==> src/rtl/sio_params.svh <==
// register offsets, field positions, reset values and timing counts of the serial port
`ifndef SIO_PARAMS_SVH
`define SIO_PARAMS_SVH
// ****************************************************************
// register byte offsets
// ****************************************************************
`define SIO_CTRL_OFF 12'h000
`define SIO_STAT_OFF 12'h004
`define SIO_TXB_OFF 12'h008
`define SIO_RXB_OFF 12'h00c
// ****************************************************************
// control fields
// ****************************************************************
`define SIO_CTRL_START 0
`define SIO_CTRL_STOP 1
`define SIO_CTRL_MODE_LO 2
`define SIO_CTRL_ORDER 4
`define SIO_CTRL_EXTCLK 5
`define SIO_CTRL_RST 6'h00
// ****************************************************************
// status fields
// ****************************************************************
`define SIO_STAT_ACTIVE 0
`define SIO_STAT_SHIFT 1
`define SIO_STAT_TXE 2
`define SIO_STAT_RXF 3
`define SIO_STAT_TX_UNDERRUN_FLAG 4
`define SIO_STAT_RX_OVERRUN_FLAG 5
// ****************************************************************
// timing
// ****************************************************************
`define SIO_CLK_NS 4
`define SIO_HALF_NS 64
`define SIO_HALF_CYC (`SIO_HALF_NS / `SIO_CLK_NS)
`endif

==> src/rtl/sio_pkg.sv <==
// types shared by the serial port files
package sio_pkg;
   typedef enum logic [1:0] {
      MODE_TX = 2'b00,
      MODE_RX = 2'b01,
      MODE_TXRX = 2'b10,
      MODE_RSV = 2'b11
   } mode_t;
   typedef struct packed {
      logic ext_clk;
      logic order_lsb;
      mode_t mode;
      logic stop;
      logic start;
   } ctrl_t;
   typedef struct packed {
      logic rx_overrun;
      logic tx_underrun;
      logic rx_full;
      logic tx_empty;
      logic shift_active;
      logic transfer_active;
   } stat_t;
   typedef enum logic [1:0] {
      ST_IDLE = 2'b00,
      ST_SHIFT = 2'b01,
      ST_WAIT = 2'b10
   } state_t;
endpackage : sio_pkg

==> src/rtl/sio_pin_sync.sv <==
// three-stage synchroniser with agreement of the last two stages
`timescale 1ns/1ps
module sio_pin_sync (
   input wire logic sys_clk_i,
   input wire logic sys_rst_i,
   input wire logic pin_i,
   output logic level_o
);
   logic s1;
   logic s2;
   logic s3;
   always_ff @(posedge sys_clk_i) begin
      if (sys_rst_i) begin
         s1 <= 1'b1;
         s2 <= 1'b1;
         s3 <= 1'b1;
      end else begin
         s1 <= pin_i;
         s2 <= s1;
         s3 <= s2;
      end
   end
   // a change counts only once two stages agree
   always_ff @(posedge sys_clk_i) begin
      if (sys_rst_i) begin
         level_o <= 1'b1;
      end else if (s2 == s3) begin
         level_o <= s3;
      end
   end
endmodule : sio_pin_sync

==> src/rtl/sio_port.sv <==
// eight-bit synchronous serial port with apb register access
// Behaviour
// - clearing start during receive finishes the current byte, then clears active
// - force-stop halts at once and clears start, status and both buffers
// - external clock shift ending while receive-full is set flags overrun
// - during overrun incoming data is discarded; buffer and shifter stay unchanged
// - after overrun first read gives old byte, second read the held shifter
// - clearing overrun by reading also clears receive-full
// - after start clears, reception stops after eight more clocks
// - no interrupt requests while overrun stays set
// - mode field value 10 selects full-duplex operation
// - transmit buffer write clears empty; receive buffer read clears full
// - active flag sets on a serial clock falling edge after start
// - output changes on falling edges, input sampled on rising, chosen order
// - shift-active is high from first falling edge to eighth rising edge
// - empty sets on rising edge after load; full byte copied, flagged, interrupt
// - internal clock loads shifter within one serial period, then clocks
// - external clock first falling edge loads shifter; next rising edge receives
// - internal clock waits high until buffers serviced, resumes within one period
// - duplex external shift without new data flags underrun; interrupt after byte
// - underrun holds output high; recovery is read then force-stop
// - clearing start in duplex completes the byte, clears active, output high
// - mode field 00 selects transmit-only, 01 receive-only
// - bit order select 0 sends msb first, 1 lsb first
`timescale 1ns/1ps
`include "sio_params.svh"
module sio_port #(
   parameter int HALF_CYC = `SIO_HALF_CYC
) (
   input wire logic sys_clk_i,
   input wire logic sys_rst_i,
   input wire logic psel_i,
   input wire logic penable_i,
   input wire logic pwrite_i,
   input wire logic [11:0] paddr_i,
   input wire logic [31:0] pwdata_i,
   output logic [31:0] prdata_o,
   output logic pready_o,
   output logic pslverr_o,
   input wire logic sclk_in_i,
   output logic sclk_out_o,
   output logic sclk_oe_o,
   input wire logic sdata_in_i,
   output logic sdata_out_o,
   output logic irq_o
);
   sio_pkg::ctrl_t ctrl;
   sio_pkg::stat_t stat;
   sio_pkg::state_t state;
   logic [7:0] tx_buf;
   logic [7:0] rx_buf;
   logic [7:0] shreg;
   logic [7:0] err_hold;
   logic err_second;
   logic [3:0] bit_cnt;
   logic [7:0] div_cnt;
   logic int_clk;
   logic ext_lvl;
   logic data_lvl;
   logic [1:0] pin_raw;
   logic [1:0] pin_lvl;
   logic force_stop;
   logic tx_fresh;
   logic rx_read;
   logic tx_written;
   logic sck_lvl;
   logic sck_prev;
   logic fall;
   logic rise;
   logic wr;
   logic rd;
   logic do_wr_ctrl;
   logic do_wr_tx;
   logic do_rd_rx;
   logic tx_mode;
   logic rx_mode;
   logic can_go;
   logic [7:0] next_shreg;
   // ****************************************************************
   // apb slave
   // ****************************************************************
   // no wait states: every register answers in its first access cycle
   assign pready_o = 1'b1;
   assign wr = psel_i && penable_i && pwrite_i;
   assign rd = psel_i && penable_i && !pwrite_i;
   assign do_wr_ctrl = wr && (paddr_i == `SIO_CTRL_OFF);
   assign do_wr_tx = wr && (paddr_i == `SIO_TXB_OFF);
   assign do_rd_rx = rd && (paddr_i == `SIO_RXB_OFF);
   // force-stop acts in the access cycle of its write
   assign force_stop = do_wr_ctrl && pwdata_i[`SIO_CTRL_STOP];
   always_comb begin
      pslverr_o = 1'b0;
      if (psel_i && penable_i) begin
         if (paddr_i != `SIO_CTRL_OFF && paddr_i != `SIO_STAT_OFF &&
             paddr_i != `SIO_TXB_OFF && paddr_i != `SIO_RXB_OFF) begin
            pslverr_o = 1'b1;
         end
      end
   end
   always_ff @(posedge sys_clk_i) begin
      if (sys_rst_i) begin
         prdata_o <= 32'h0000_0000;
      end else if (psel_i && !penable_i && !pwrite_i) begin
         // captured in setup so the word stands through the access phase
         if (paddr_i == `SIO_CTRL_OFF) begin
            prdata_o <= {26'h0, ctrl};
         end else if (paddr_i == `SIO_STAT_OFF) begin
            prdata_o <= {26'h0, stat};
         end else if (paddr_i == `SIO_RXB_OFF) begin
            // second read after overrun shows held shifter
            prdata_o <= {24'h0, err_second ? err_hold : rx_buf};
         end else begin
            prdata_o <= 32'h0000_0000;
         end
      end
   end
   // ****************************************************************
   // control register
   // ****************************************************************
   // mode field decode
   assign tx_mode = (ctrl.mode == sio_pkg::MODE_TX) || (ctrl.mode == sio_pkg::MODE_TXRX);
   assign rx_mode = (ctrl.mode == sio_pkg::MODE_RX) || (ctrl.mode == sio_pkg::MODE_TXRX);
   always_ff @(posedge sys_clk_i) begin
      if (sys_rst_i) begin
         ctrl <= sio_pkg::ctrl_t'(`SIO_CTRL_RST);
      end else if (do_wr_ctrl) begin
         ctrl <= sio_pkg::ctrl_t'(pwdata_i[5:0]);
         // force-stop also clears start
         // force-stop is a strobe, so it never reads back as set
         if (pwdata_i[`SIO_CTRL_STOP]) begin
            ctrl.start <= 1'b0;
            ctrl.stop <= 1'b0;
         end
      end
   end
   // ****************************************************************
   // serial clock: internal divider or synchronised pin
   // ****************************************************************
   // both pins pass four flops before use
   // data is resynchronised too, so it lags the clock pin by the same count
   assign pin_raw = {sdata_in_i, sclk_in_i};
   for (genvar g = 0; g < 2; g++) begin : g_pin
      sio_pin_sync u_sync (
         .sys_clk_i(sys_clk_i),
         .sys_rst_i(sys_rst_i),
         .pin_i(pin_raw[g]),
         .level_o(pin_lvl[g])
      );
   end
   assign ext_lvl = pin_lvl[0];
   assign data_lvl = pin_lvl[1];
   // the divider restarts on every shift entry, giving a full first half period
   // clock idles high while waiting; toggles only in shift state
   always_ff @(posedge sys_clk_i) begin
      if (sys_rst_i || state != sio_pkg::ST_SHIFT || ctrl.ext_clk) begin
         div_cnt <= 8'h00;
         int_clk <= 1'b1;
      end else if (div_cnt == 8'(HALF_CYC - 1)) begin
         div_cnt <= 8'h00;
         int_clk <= !int_clk;
      end else begin
         div_cnt <= div_cnt + 8'h01;
      end
   end
   assign sclk_out_o = int_clk;
   assign sclk_oe_o = !ctrl.ext_clk;
   assign sck_lvl = ctrl.ext_clk ? ext_lvl : int_clk;
   always_ff @(posedge sys_clk_i) begin
      if (sys_rst_i) begin
         sck_prev <= 1'b1;
      end else begin
         sck_prev <= sck_lvl;
      end
   end
   assign fall = sck_prev && !sck_lvl;
   assign rise = !sck_prev && sck_lvl;
   // ****************************************************************
   // transfer sequencing
   // ****************************************************************
   // resume only when both required buffer accesses were made
   // holding the clock keeps an unread byte from being overwritten
   assign can_go = (!tx_mode || tx_written) && (!rx_mode || rx_read || !stat.rx_full);
   always_comb begin
      next_shreg = shreg;
      if (ctrl.order_lsb) begin
         next_shreg = {data_lvl, shreg[7:1]};
      end else begin
         next_shreg = {shreg[6:0], data_lvl};
      end
   end
   always_ff @(posedge sys_clk_i) begin
      if (sys_rst_i || force_stop) begin
         // reset and force-stop clear all status and buffers
         state <= sio_pkg::ST_IDLE;
         stat <= '0;
         rx_buf <= 8'h00;
         shreg <= 8'h00;
         err_hold <= 8'h00;
         err_second <= 1'b0;
         bit_cnt <= 4'h0;
         sdata_out_o <= 1'b1;
         tx_written <= 1'b0;
         rx_read <= 1'b0;
         tx_fresh <= 1'b0;
         irq_o <= 1'b0;
      end else begin
         irq_o <= 1'b0;
         if (do_wr_tx) begin
            stat.tx_empty <= 1'b0;
            tx_written <= 1'b1;
            tx_fresh <= 1'b1;
         end
         if (do_rd_rx) begin
            rx_read <= 1'b1;
            // the first read leaves overrun set so the held byte is offered next
            if (stat.rx_overrun && !err_second) begin
               err_second <= 1'b1;
            end else if (stat.rx_overrun) begin
               stat.rx_overrun <= 1'b0;
               stat.rx_full <= 1'b0;
               err_second <= 1'b0;
            end else begin
               stat.rx_full <= 1'b0;
            end
         end
         case (state)
            sio_pkg::ST_IDLE: begin
               // internal clock begins within one period
               // an external clock needs no buffer check: the peer paces the bytes
               if (ctrl.start && (ctrl.ext_clk || can_go)) begin
                  state <= sio_pkg::ST_SHIFT;
                  bit_cnt <= 4'h0;
               end
            end
            sio_pkg::ST_SHIFT: begin
               if (fall && bit_cnt < 4'h8) begin
                  stat.transfer_active <= 1'b1;
                  stat.shift_active <= 1'b1;
                  if (bit_cnt == 4'h0) begin
                     if (tx_mode && !tx_fresh && ctrl.ext_clk && !do_wr_tx) begin
                        stat.tx_underrun <= 1'b1;
                     end
                     tx_fresh <= 1'b0;
                     tx_written <= 1'b0;
                     rx_read <= 1'b0;
                     // overrun freezes the shifter; the second read takes its byte from err_hold
                     if (!stat.rx_overrun) begin
                        shreg <= tx_buf;
                     end
                     // output on falling edge in chosen order
                     sdata_out_o <= !tx_mode || stat.tx_underrun ||
                        (tx_mode && !tx_fresh && ctrl.ext_clk) ||
                        (ctrl.order_lsb ? tx_buf[0] : tx_buf[7]);
                  end else begin
                     sdata_out_o <= !tx_mode || stat.tx_underrun ||
                        (ctrl.order_lsb ? shreg[0] : shreg[7]);
                  end
               end
               if (rise && stat.shift_active) begin
                  // empty sets on rising edge after load
                  if (bit_cnt == 4'h0 && tx_mode && !stat.tx_underrun) begin
                     stat.tx_empty <= 1'b1;
                  end
                  if (!stat.rx_overrun) begin
                     shreg <= next_shreg;
                  end
                  bit_cnt <= bit_cnt + 4'h1;
                  if (bit_cnt == 4'h7) begin
                     stat.shift_active <= 1'b0;
                     if (stat.rx_overrun) begin
                        irq_o <= 1'b0;
                     end else if (rx_mode && stat.rx_full && ctrl.ext_clk) begin
                        // overrun with unread buffer
                        // only an external clock can overrun; the internal one waits instead
                        stat.rx_overrun <= 1'b1;
                        err_hold <= next_shreg;
                     end else begin
                        if (rx_mode) begin
                           rx_buf <= next_shreg;
                           stat.rx_full <= 1'b1;
                        end
                        irq_o <= 1'b1;
                     end
                     if (!ctrl.start) begin
                        state <= sio_pkg::ST_IDLE;
                        stat.transfer_active <= 1'b0;
                        sdata_out_o <= 1'b1;
                     end else if (!ctrl.ext_clk) begin
                        state <= sio_pkg::ST_WAIT;
                     end else begin
                        bit_cnt <= 4'h0;
                     end
                  end
               end
            end
            sio_pkg::ST_WAIT: begin
               // hold clock high until serviced
               // only the internal clock ever reaches this wait
               if (!ctrl.start) begin
                  state <= sio_pkg::ST_IDLE;
                  stat.transfer_active <= 1'b0;
                  sdata_out_o <= 1'b1;
               end else if (can_go) begin
                  state <= sio_pkg::ST_SHIFT;
                  bit_cnt <= 4'h0;
               end
            end
            default: begin
               state <= sio_pkg::ST_IDLE;
            end
         endcase
      end
   end
   // ****************************************************************
   // transmit buffer
   // ****************************************************************
   // a write loads the buffer; force-stop empties it
   always_ff @(posedge sys_clk_i) begin
      if (sys_rst_i || force_stop) begin
         tx_buf <= 8'h00;
      end else if (do_wr_tx) begin
         tx_buf <= pwdata_i[7:0];
      end
   end
endmodule : sio_port

==> config.mk <==
export PLATFORM = sky130hd
export DESIGN_NAME = sio_port
export DESIGN_NICKNAME = d
export VERILOG_FILES = /design/src/rtl/sio_pkg.sv /design/src/rtl/sio_pin_sync.sv /design/src/rtl/sio_port.sv
export VERILOG_INCLUDE_DIRS = /design/src /design/src/rtl
export SDC_FILE = /design/constraint.sdc
export NUM_CORES = 1
export LEC_CHECK = 0
export BUFFER_PORTS_ARGS = -buffer_cell sky130_fd_sc_hd__buf_4
export CAP_MARGIN = 10
export CORE_AREA = 2 2 94 96
export CTS_BUF_LIST = sky130_fd_sc_hd__clkbuf_4
export CTS_CLUSTER_SIZE = 28
export DETAILED_ROUTE_END_ITERATION = 16
export DIE_AREA = 0 0 96 98
export GPL_TIMING_DRIVEN = 1
export PLACE_DENSITY = 0.82
export RECOVER_POWER = 50
export SYNTH_ARGS = -nofsm -noshare
export SYNTH_HDL_FRONTEND = slang
export SYNTH_SLANG_ARGS = --single-unit
export TNS_END_PERCENT = 50
==> constraint.sdc <==
create_clock -name sys_clk_i -period 2.6 [get_ports sys_clk_i]
set_clock_uncertainty 0.05 [all_clocks]
set_input_delay 0.26 -clock sys_clk_i [delete_from_list [all_inputs] [get_ports sys_clk_i]]
set_output_delay 0.26 -clock sys_clk_i [all_outputs]
set_load 0.05 [all_outputs]
=== After elaboration in Yosys (flattened, before gate mapping) ===
Cells that the tools add are included.

* Register bits: 106
* Bits of input ports: 51
* Output and inout bits: 38
* Word-level logic and storage cells: 213

* $add $sub $neg: 2
* Order comparisons: 1
* Equal/unequal tests: 23
* Multiplexer cells: 78
* Bitwise gates (word level): 5
* Reduce and logical (&&, ||, !) cells: 69

{| class="wikitable"
|+ Operators with widths
! operator !! count
|-
| 8-bit 2-to-1 mux || 10
|-
| 1-bit 2-to-1 mux || 46
|-
| 4-bit 2-to-1 mux || 8
|-
| 1-bit logical AND || 26
|-
| 12-bit by 4-bit == test with 1-bit output, second input constant || 2
|-
| 12-bit by 4-bit != test with 1-bit output, second input constant || 2
|-
| 2-bit 2-to-1 mux || 9
|-
| 5-bit AND reduction || 3
|-
| 1-bit logical NOT || 13
|-
| 1-bit logical OR || 13
|-
| 12-bit by 3-bit == test with 1-bit output, second input constant || 1
|-
| 12-bit logical NOT || 1
|-
| 12-bit by 3-bit != test with 1-bit output, second input constant || 1
|-
| 2-bit != test, second input constant || 6
|-
| 4-bit one-hot mux with 3 select lines || 1
|-
| 12-bit nonzero test || 1
|-
| 8-bit by 1-bit adder with 8-bit output, second input constant || 1
|-
| 8-bit by 4-bit == test with 1-bit output, second input constant || 1
|-
| 3-bit != test, second input constant || 2
|-
| 2-bit one-hot mux with 3 select lines || 1
|-
| 6-bit AND reduction || 1
|-
| 5-bit 2-to-1 mux || 1
|-
| 1-bit inverter || 5
|-
| 5-bit OR reduction || 1
|-
| 15 further kinds || 22
|}

=== Longest topological paths before layout ===
Gate-level depths: netlist (run 1).

* Depth after elaboration: 12
* Depth in mapped cells: 8
* Gate-level depth less buffers: 6

=== By module ===
A second synthesis (run 1) with hierarchy kept.

* Cells, all modules: 426
* Area total of the unflattened synthesis: 3856.2 sq um

{| class="wikitable"
|+ By module, submodules not included
! module !! instances !! cells an instance !! area each (sq um) !! sequential area each (sq um)
|-
| sio_port || 1 || 406 || 3626.0 || 1461.4
|-
| sio_pin_sync || 2 || 10 || 115.1 || 80.1
|}

=== Least setup slack after synthesis (run 1) ===
OpenSTA, ideal clock, no wires.

* Path kind: flip-flop to flip-flop
* From: reg int_clk (netlist: sclk_out_o)
* To: reg rx_buf[7]
* Setup time: 0.119 ns
* Arrival: 1.769 ns
* Data required time: 2.431 ns
* Setup slack: 0.662 ns
* Cell stages (with the launch flop): 6
* Buffers on the path: 1
* Clock period less this slack: 1.938 ns
* Cell sequence: dfxtp_1 -> mux2i_2 -> or3_1 -> buf_2 -> nor3_1 -> nor3_2

* Longest elaborated chain between the ends: 4

{| class="wikitable"
|+ RTL lines
! what !! line !! source
|-
| from (decl) || sio_port.sv:57 || <nowiki>logic int_clk;</nowiki>
|-
| from (signal assigned) || sio_port.sv:160 || <nowiki>int_clk <= !int_clk;</nowiki>
|-
| 1-bit 2-to-1 mux || sio_port.sv:167 || <nowiki>assign sck_lvl = ctrl.ext_clk ? ext_lvl : int_clk;</nowiki>
|-
| 1-bit logical AND || sio_port.sv:176 || <nowiki>assign rise = !sck_prev && sck_lvl;</nowiki>
|-
| 1-bit logical AND || sio_port.sv:259 || <nowiki>if (rise && stat.shift_active) begin</nowiki>
|-
| 6-bit AND reduction (no line) || -- ||
|-
| to (signal assigned) || sio_port.sv:279 || <nowiki>rx_buf <= next_shreg;</nowiki>
|-
| to (decl) || sio_port.sv:51 || <nowiki>logic [7:0] rx_buf;</nowiki>
|}

Every way passes these cells.
A chain may end at the register's enable or synchronous reset.

=== Worst setup path in the final report (run 1) ===
* From: in paddr_i[5]
* To: reg state[0]

* Longest elaborated chain between the ends: 4

{| class="wikitable"
|+ RTL lines
! what !! line !! source
|-
| from (decl) || sio_port.sv:35 || <nowiki>input wire logic [11:0] paddr_i,</nowiki>
|-
| 12-bit logical NOT (no line) || -- ||
|-
| 1-bit logical AND || sio_port.sv:86 || <nowiki>assign do_wr_ctrl = wr && (paddr_i == `SIO_CTRL_OFF);</nowiki>
|-
| 1-bit logical AND || sio_port.sv:90 || <nowiki>assign force_stop = do_wr_ctrl && pwdata_i[`SIO_CTRL_STOP];</nowiki>
|-
| 1-bit logical OR || sio_port.sv:192 || <nowiki>if (sys_rst_i || force_stop) begin</nowiki>
|-
| to (signal assigned) || sio_port.sv:194 || <nowiki>state <= sio_pkg::ST_IDLE;</nowiki>
|-
| to (signal assigned) || sio_port.sv:231 || <nowiki>state <= sio_pkg::ST_SHIFT;</nowiki>
|-
| to (signal assigned) || sio_port.sv:285 || <nowiki>state <= sio_pkg::ST_IDLE;</nowiki>
|-
| to (decl) || sio_port.sv:49 || <nowiki>sio_pkg::state_t state;</nowiki>
|}

Every way passes these cells.

==> impl_metrics.env, run 1 <==
export IMPL_status="finished, final reports clean"
export IMPL_drt_wl_total_um=9810
export IMPL_synth_simple_area_share=0.223
export IMPL_min_path_cells=3
export IMPL_synth_top_area_frac=0.395
export IMPL_endpoint_kind="flip-flop"
export IMPL_switchingPower_uw=560
export IMPL_clk_pin_slew_ns=0.12
export IMPL_vias=3519
export IMPL_synth_most_common_cell="dfxtp_1"
export IMPL_grt_pass1_vias=3306
export IMPL_grt_antenna_before_repair=0
export IMPL_grt_max_degree=32
export IMPL_p_leak_uw=0.00158
export IMPL_setup_viol=0
export IMPL_synth_seq_cells=81
export IMPL_yosysTopAreaCell="dfxtp_1"
export IMPL_wl_per_cell_um=16.3
export IMPL_dieArea_sq_um=9410
export IMPL_drc=0
export IMPL_synth_edf_count=0
export IMPL_hpwl_um=7180
export IMPL_hp_start="pwdata_i[7]"
export IMPL_synth_distinct_cells=57
export IMPL_die_w_um=96
export IMPL_pwr_density_cell_nw_per_um2=516
export IMPL_post_route_min_period_ns=2.08
export IMPL_cts_hold_buf=3
export IMPL_synth_ff_type="dfxtp_1"
export IMPL_syn_area_per_cell_sq_um=9.04
export IMPL_drive_gt1_frac=0.156
export IMPL_dr_first_iter_drc_count=349
export IMPL_io_pins=89
export IMPL_synth_seq_area_share=0.395
export IMPL_cts_tree="done"
export IMPL_globalRouteMet2Util=0.345
export IMPL_grt_use_met3=0.0332
export IMPL_grtUsageMet1=0.291
export IMPL_hold_viol_final=0
export IMPL_synth_mux_area_frac=0.109
export IMPL_grt_pass1_wl_um=16000
export IMPL_fin_tns_setup_ns=0
export IMPL_min_to="tx_buf[7]"
export IMPL_fp_dieH_um=98
export IMPL_overflow=0
export IMPL_reg2reg_from="bit_cnt[1]"
export IMPL_fillers=784
export IMPL_max_vdd_ir_drop_mv=0.246
export IMPL_cp_arrival_ns=2.31
export IMPL_rsz0062_at_grt="no"
export IMPL_crit_fanout=15
export IMPL_synth_area_leaders="dfxtp_1 40%, mux2i_1 7.8%, buf_4 5.1%"
export IMPL_synth_commonest_cells="81 x dfxtp_1, 40 x nor2_1, 37 x a21oi_1"
export IMPL_slew_headroom=0.483
export IMPL_synthToLayoutAreaGrowth_pct=9.70
export IMPL_cts_buffers=9
export IMPL_dr_pass1_iters=5
export IMPL_fin_nets=545
export IMPL_synthCells=454
export IMPL_core_area_sq_um=8470
export IMPL_seqPwrFrac=0.536
export IMPL_io_buffers=39
export IMPL_htree_levels=3
export IMPL_pre_cts_ws_ns=0.646
export IMPL_clkPwrFrac=0.389
export IMPL_cap_violations=0
export IMPL_n_antenna_cell=0
export IMPL_via_per_inst=5.86
export IMPL_maxSlewViolCount=0
export IMPL_r2r_end="rx_buf[6]"
export IMPL_worstSetupPathType="input pin to flip-flop"
export IMPL_yosys_warnings=0
export IMPL_grtUsageTotal=0.214
export IMPL_num_rows=34
export IMPL_synth_xor_area_frac=0.0149
export IMPL_start_kind="input pin"
export IMPL_reg2reg_slack_ns=0.56
export IMPL_clkLatencyLatePin_ns=0.44
export IMPL_synth_adder_area_share=0.0152
export IMPL_multi_input_area_sq_um=2210
export IMPL_reg2reg_depth=5
export IMPL_intPower_uw=1760
export IMPL_gr_max_usage_layer="met2"
export IMPL_worstMarginPinSlew_ns=0.768
export IMPL_postLayoutSetupSlackWorst_ns=0.524
export IMPL_cts_setup_buffers=0
export IMPL_antenna_left=0
export IMPL_pwr_share_comb=0.074
export IMPL_hold_class="input pin to flip-flop"
export IMPL_initial_core_util=0.485
export IMPL_clock_sinks=81
export IMPL_fin_crit_sh=0.798
export IMPL_synth_top_family_by_area="simple AND/OR/NAND/NOR gates"
export IMPL_synthArstFlopShare=0
export IMPL_syn_area_sq_um=4100
export IMPL_cts_root_buf="clkbuf_4"
export IMPL_seqCellArea_sq_um=1620
export IMPL_required_ns=2.84
export IMPL_gp_congestion=0.912
export IMPL_cts_buffer_depth=2
export IMPL_cts_resized_gates=0
export IMPL_max_clock_freq_ghz=0.482
export IMPL_swShare=0.241
export IMPL_synth_compound_area_frac=0.156
## worst max-delay path, stage by stage
cell      delay [ns]
clkbuf_4        0.11
nor4_1          0.68
and4_1          0.42
a21o_1          0.16
clkbuf_1        0.56
a21oi_1         0.11
## per-layer routing
metal | share of wire | vias up
met5 | 0 | -
met4 | 0.016 | 0
met3 | 0.064 | 14
met2 | 0.48 | 153
met1 | 0.44 | 1691
li1 | - | 1661
## cell type report
type,instances,area share
multi-input cells,337,0.491
flip-flops and latches,81,0.360
inverters,10,0.00834
clock inverters,6,0.0239
clock buffers,9,0.0150
repair buffers,50,0.0720
well taps,108,0.0300
## cells by family (layout without fill, tap and decap cells)
group,count (synthesis),in the layout
XOR/XNOR,7,7
AO/OA/AOI/OAI,100,100
adder cells (fa/ha/maj),5,5
multiplexers,43,43
buffers and inverters,59,75
AND/OR/NAND/NOR,157,157
flip-flops,81,81
other,2,25
## flip-flops by register name, summed over array words and instances, names as in the netlist, 2 cells and up
name,count
div_cnt,8
err_hold,8
prdata_o,8
rx_buf,8
shreg,8
tx_buf,8
stat,6
ctrl,5
bit_cnt,4
g_pin.u_sync.level_o,2
g_pin.u_sync.s1,2
g_pin.u_sync.s2,2
g_pin.u_sync.s3,2
state,2
## worst max path at each step
stage	from	end	slack [ns]	cells after the start
6_report	paddr_i[5]	state[0]	0.52	6
5_1_grt	paddr_i[5]	tx_buf[6]	0.28	6
4_1_cts	bit_cnt[1]	rx_buf[6]	0.59	5
3_5_place_dp	bit_cnt[0]	rx_buf[1]	0.65	5
3_3_place_gp	bit_cnt[0]	stat[2]	0.68	6
2_1_floorplan	sclk_out_o	rx_buf[7]	0.66	5
## through the flow
stage / util / total power (uW) / cells / hold slack, ns / area (sq um)
5_1_grt: 0.532 / 2400 / 601 / 0.0270 / 4500
3_3_place_gp: 0.516 / 1440 / 583 / 0.347 / 4370
3_5_place_dp: 0.516 / 1450 / 583 / 0.350 / 4370
4_1_cts: 0.540 / 2340 / 601 / 0.00196 / 4580
6_report: 0.532 / 2320 / 601 / 0.0144 / 4500
2_1_floorplan: - / 1430 / 477 / 0.314 / 4190
## placed cells by master, fill, tap and decap left out, types with 7 or more instances in the layout
| master | netlist | layout |
|---|---|---|
| nor3_1 | 19 | 19 |
| or2_2 | 7 | 7 |
| nor2_1 | 40 | 40 |
| inv_1 | 10 | 10 |
| clkbuf_4 | 0 | 12 |
| mux2i_1 | 32 | 32 |
| a21oi_1 | 37 | 37 |
| mux2_2 | 10 | 10 |
| o21ai_0 | 14 | 14 |
| clkbuf_1 | 9 | 15 |
| nand3b_1 | 9 | 9 |
| nor2b_1 | 8 | 8 |
| conb_1 | 2 | 25 |
| o2111ai_1 | 7 | 7 |
| dfxtp_1 | 81 | 81 |
| o211ai_1 | 7 | 7 |
| nand2_1 | 18 | 18 |
| buf_4 | 28 | 28 |
## power groups by stage
stage | registers [uW] | logic, uW | clock network (uW)
after floorplan | 1270 | 154 | 0
after global placement | 1270 | 170 | 0
after detailed placement | 1270 | 173 | 0
after CTS | 1250 | 177 | 913
after global routing | 1250 | 184 | 967
final | 1250 | 173 | 905
Note: power is estimated with default switching activity, not from simulation.
==> run 2, diff against run 1 <==
Settings changed: PLACE_DENSITY 0.82 to 0.85.
Clock period 2.6 ns to 1.85 ns, I/O delays scaled along.
==> run 2 against run 1 <==
Clock power is 30% higher; register-to-register slack got worse by 0.52 ns; critical path depth stayed put; combinational power grew 51%; power increased by 38%; critical path type is now flip-flop to flip-flop; critical endpoint is now rx_buf[5]; largest cell class unchanged; largest power group unchanged.
==> impl_metrics.env, run 2 (same netlist as run 1, synthesis figures left out) <==
export IMPL_status="finished, final reports clean"
export IMPL_clk_pin_slew_ns=0.13
export IMPL_critPathTopFamily="multiplexers"
export IMPL_dr_pass1_iters=8
export IMPL_crit_buf_inv=2
export IMPL_utilization=0.580
export IMPL_fin_tns_setup_ns=0
export IMPL_start_kind="flip-flop"
export IMPL_fp_dieH_um=98
export IMPL_slew_headroom=0.599
export IMPL_die_w_um=96
export IMPL_wl_per_cell_um=15.9
export IMPL_mostFrequentLayoutCells="78 x dfxtp_1, 57 x buf_4, 40 x nor2_1"
export IMPL_hold_viol_final=0
export IMPL_overflow=0
export IMPL_cp_cell_sequence="mux2i_2 -> buf_4 -> nor3_2 -> buf_4 -> a21oi_1 -> nor3_2"
export IMPL_fin_nets=580
export IMPL_p_leak_uw=0.00176
export IMPL_max_vdd_ir_drop_mv=0.381
export IMPL_post_route_min_period_ns=1.81
export IMPL_io_buffers=39
export IMPL_cts_root_buf="clkbuf_4"
export IMPL_finalPower_uw=3200
export IMPL_dieArea_sq_um=9410
export IMPL_max_clock_freq_ghz=0.551
export IMPL_clock_sinks=81
export IMPL_cp_arrival_ns=2.12
export IMPL_cts_tree="done"
export IMPL_antenna_left=0
export IMPL_fin_crit_sh=0.981
export IMPL_required_ns=2.16
export IMPL_pwr_density_cell_nw_per_um2=651
export IMPL_final_common_cell="dfxtp_1"
export IMPL_maxSlewViolCount=0
export IMPL_vias=3664
export IMPL_rsz0062_at_grt="yes"
export IMPL_grt_max_degree=35
export IMPL_synthToLayoutAreaGrowth_pct=19.7
export IMPL_dr_first_iter_drc_count=228
export IMPL_core_area_sq_um=8470
export IMPL_cap_violations=0
export IMPL_gp_congestion=0.917
export IMPL_n_antenna_cell=0
export IMPL_grt_pass1_wl_um=16100
export IMPL_clkLatencyLatePin_ns=0.46
export IMPL_min_path_cells=2
export IMPL_io_pins=89
export IMPL_via_per_inst=5.75
export IMPL_critPathSlowestCell="mux2i_2"
export IMPL_crit_fanout=10
export IMPL_drive_gt1_frac=0.236
export IMPL_grt_pass1_vias=3342
export IMPL_hold_class="input pin to flip-flop"
export IMPL_hpwl_um=7210
export IMPL_reg2reg_depth=6
export IMPL_initial_core_util=0.485
export IMPL_drc=0
export IMPL_grt_antenna_before_repair=0
export IMPL_endpoint_kind="flip-flop"
export IMPL_path_depth=6
export IMPL_worstSetupPathType="flip-flop to flip-flop"
export IMPL_num_rows=34
export IMPL_htree_levels=3
export IMPL_grtUsageTotal=0.218
export IMPL_worstMarginPinSlew_ns=0.603
export IMPL_drt_wl_total_um=10100
export IMPL_cts_buffer_depth=2
export IMPL_setup_viol=0
export IMPL_cts_buffers=9
export IMPL_critPathMaxStageDelay_ns=0.48
run 2: cell count changes in the layout (fill, tap and decap cells not counted), moves of 3 or more:
cell,previous run,this run
ha_1,5,2
dfxtp_1,81,78
dfxtp_2,0,3
buf_4,28,57
dlygate4sd3_1,3,10
run 2: metrics by stage:
step                hold WS (ns)  cells  worst slack [ns]  area, sq um
floorplan                  0.239    477            0.0475         4190
global placement           0.322    610          -0.00661         4590
detailed placement         0.328    610           -0.0254         4590
CTS                       0.0104    636           0.00326         4860
global route            -0.00161    637           -0.0633         4910
finish                    0.0206    637            0.0360         4910
run 2: routing by layer:
metal  routed length [um]  GRT usage
met3                  811     0.0571
met5                    0          0
met1                 4480      0.298
met4                  187     0.0670
met2                 4640      0.334
run 2: power by group:
| group | internal (uW) | total [uW] | switching, uW | leakage [uW] |
|---|---|---|---|---|
| clock | 544 | 1180 | 640 | 0.0000758 |
| combinational | 73.8 | 262 | 189 | 0.00103 |
| sequential | 1750 | 1750 | 2.06 | 0.000654 |
| total | 2370 | 3200 | 831 | 0.00176 |
run 2: timing repair:
item	4_1_cts	5_1_grt
hold buffers	10	0
setup endpoints to repair	4	29
pin swaps	0	5
hold endpoints to repair	15	0
gates resized for setup	4	23
gates cloned	0	1
buffers inserted	0	0
run 2: cell type report:
class / instances / area [sq um]
multi-input cells: 337 / 2320
flip-flops and latches: 81 / 1630
clock buffers: 9 / 67.6
clock inverters: 7 / 95.1
repair buffers: 85 / 634
well taps: 108 / 135
fillers: 717 / 3550
inverters: 10 / 37.5
run 2: worst reg2reg max path, cell delays in order, from the launching register on:
cell and delay, ns:
dfxtp_1 0.44, mux2i_2 0.48, buf_4 0.24, nor3_2 0.05, buf_4 0.18, a21oi_1 0.20
nor3_2 0.07
run 2: final timing paths:
kind / startpoint / to / slack (ns)
max: ctrl[5] / rx_buf[5] / 0.04
min: sys_rst_i / ctrl[3] / 0.02
max reg2reg: ctrl[5] / rx_buf[5] / 0.04
min reg2reg: g_pin[1].u_sync.s1 / g_pin[1].u_sync.s2 / 0.38
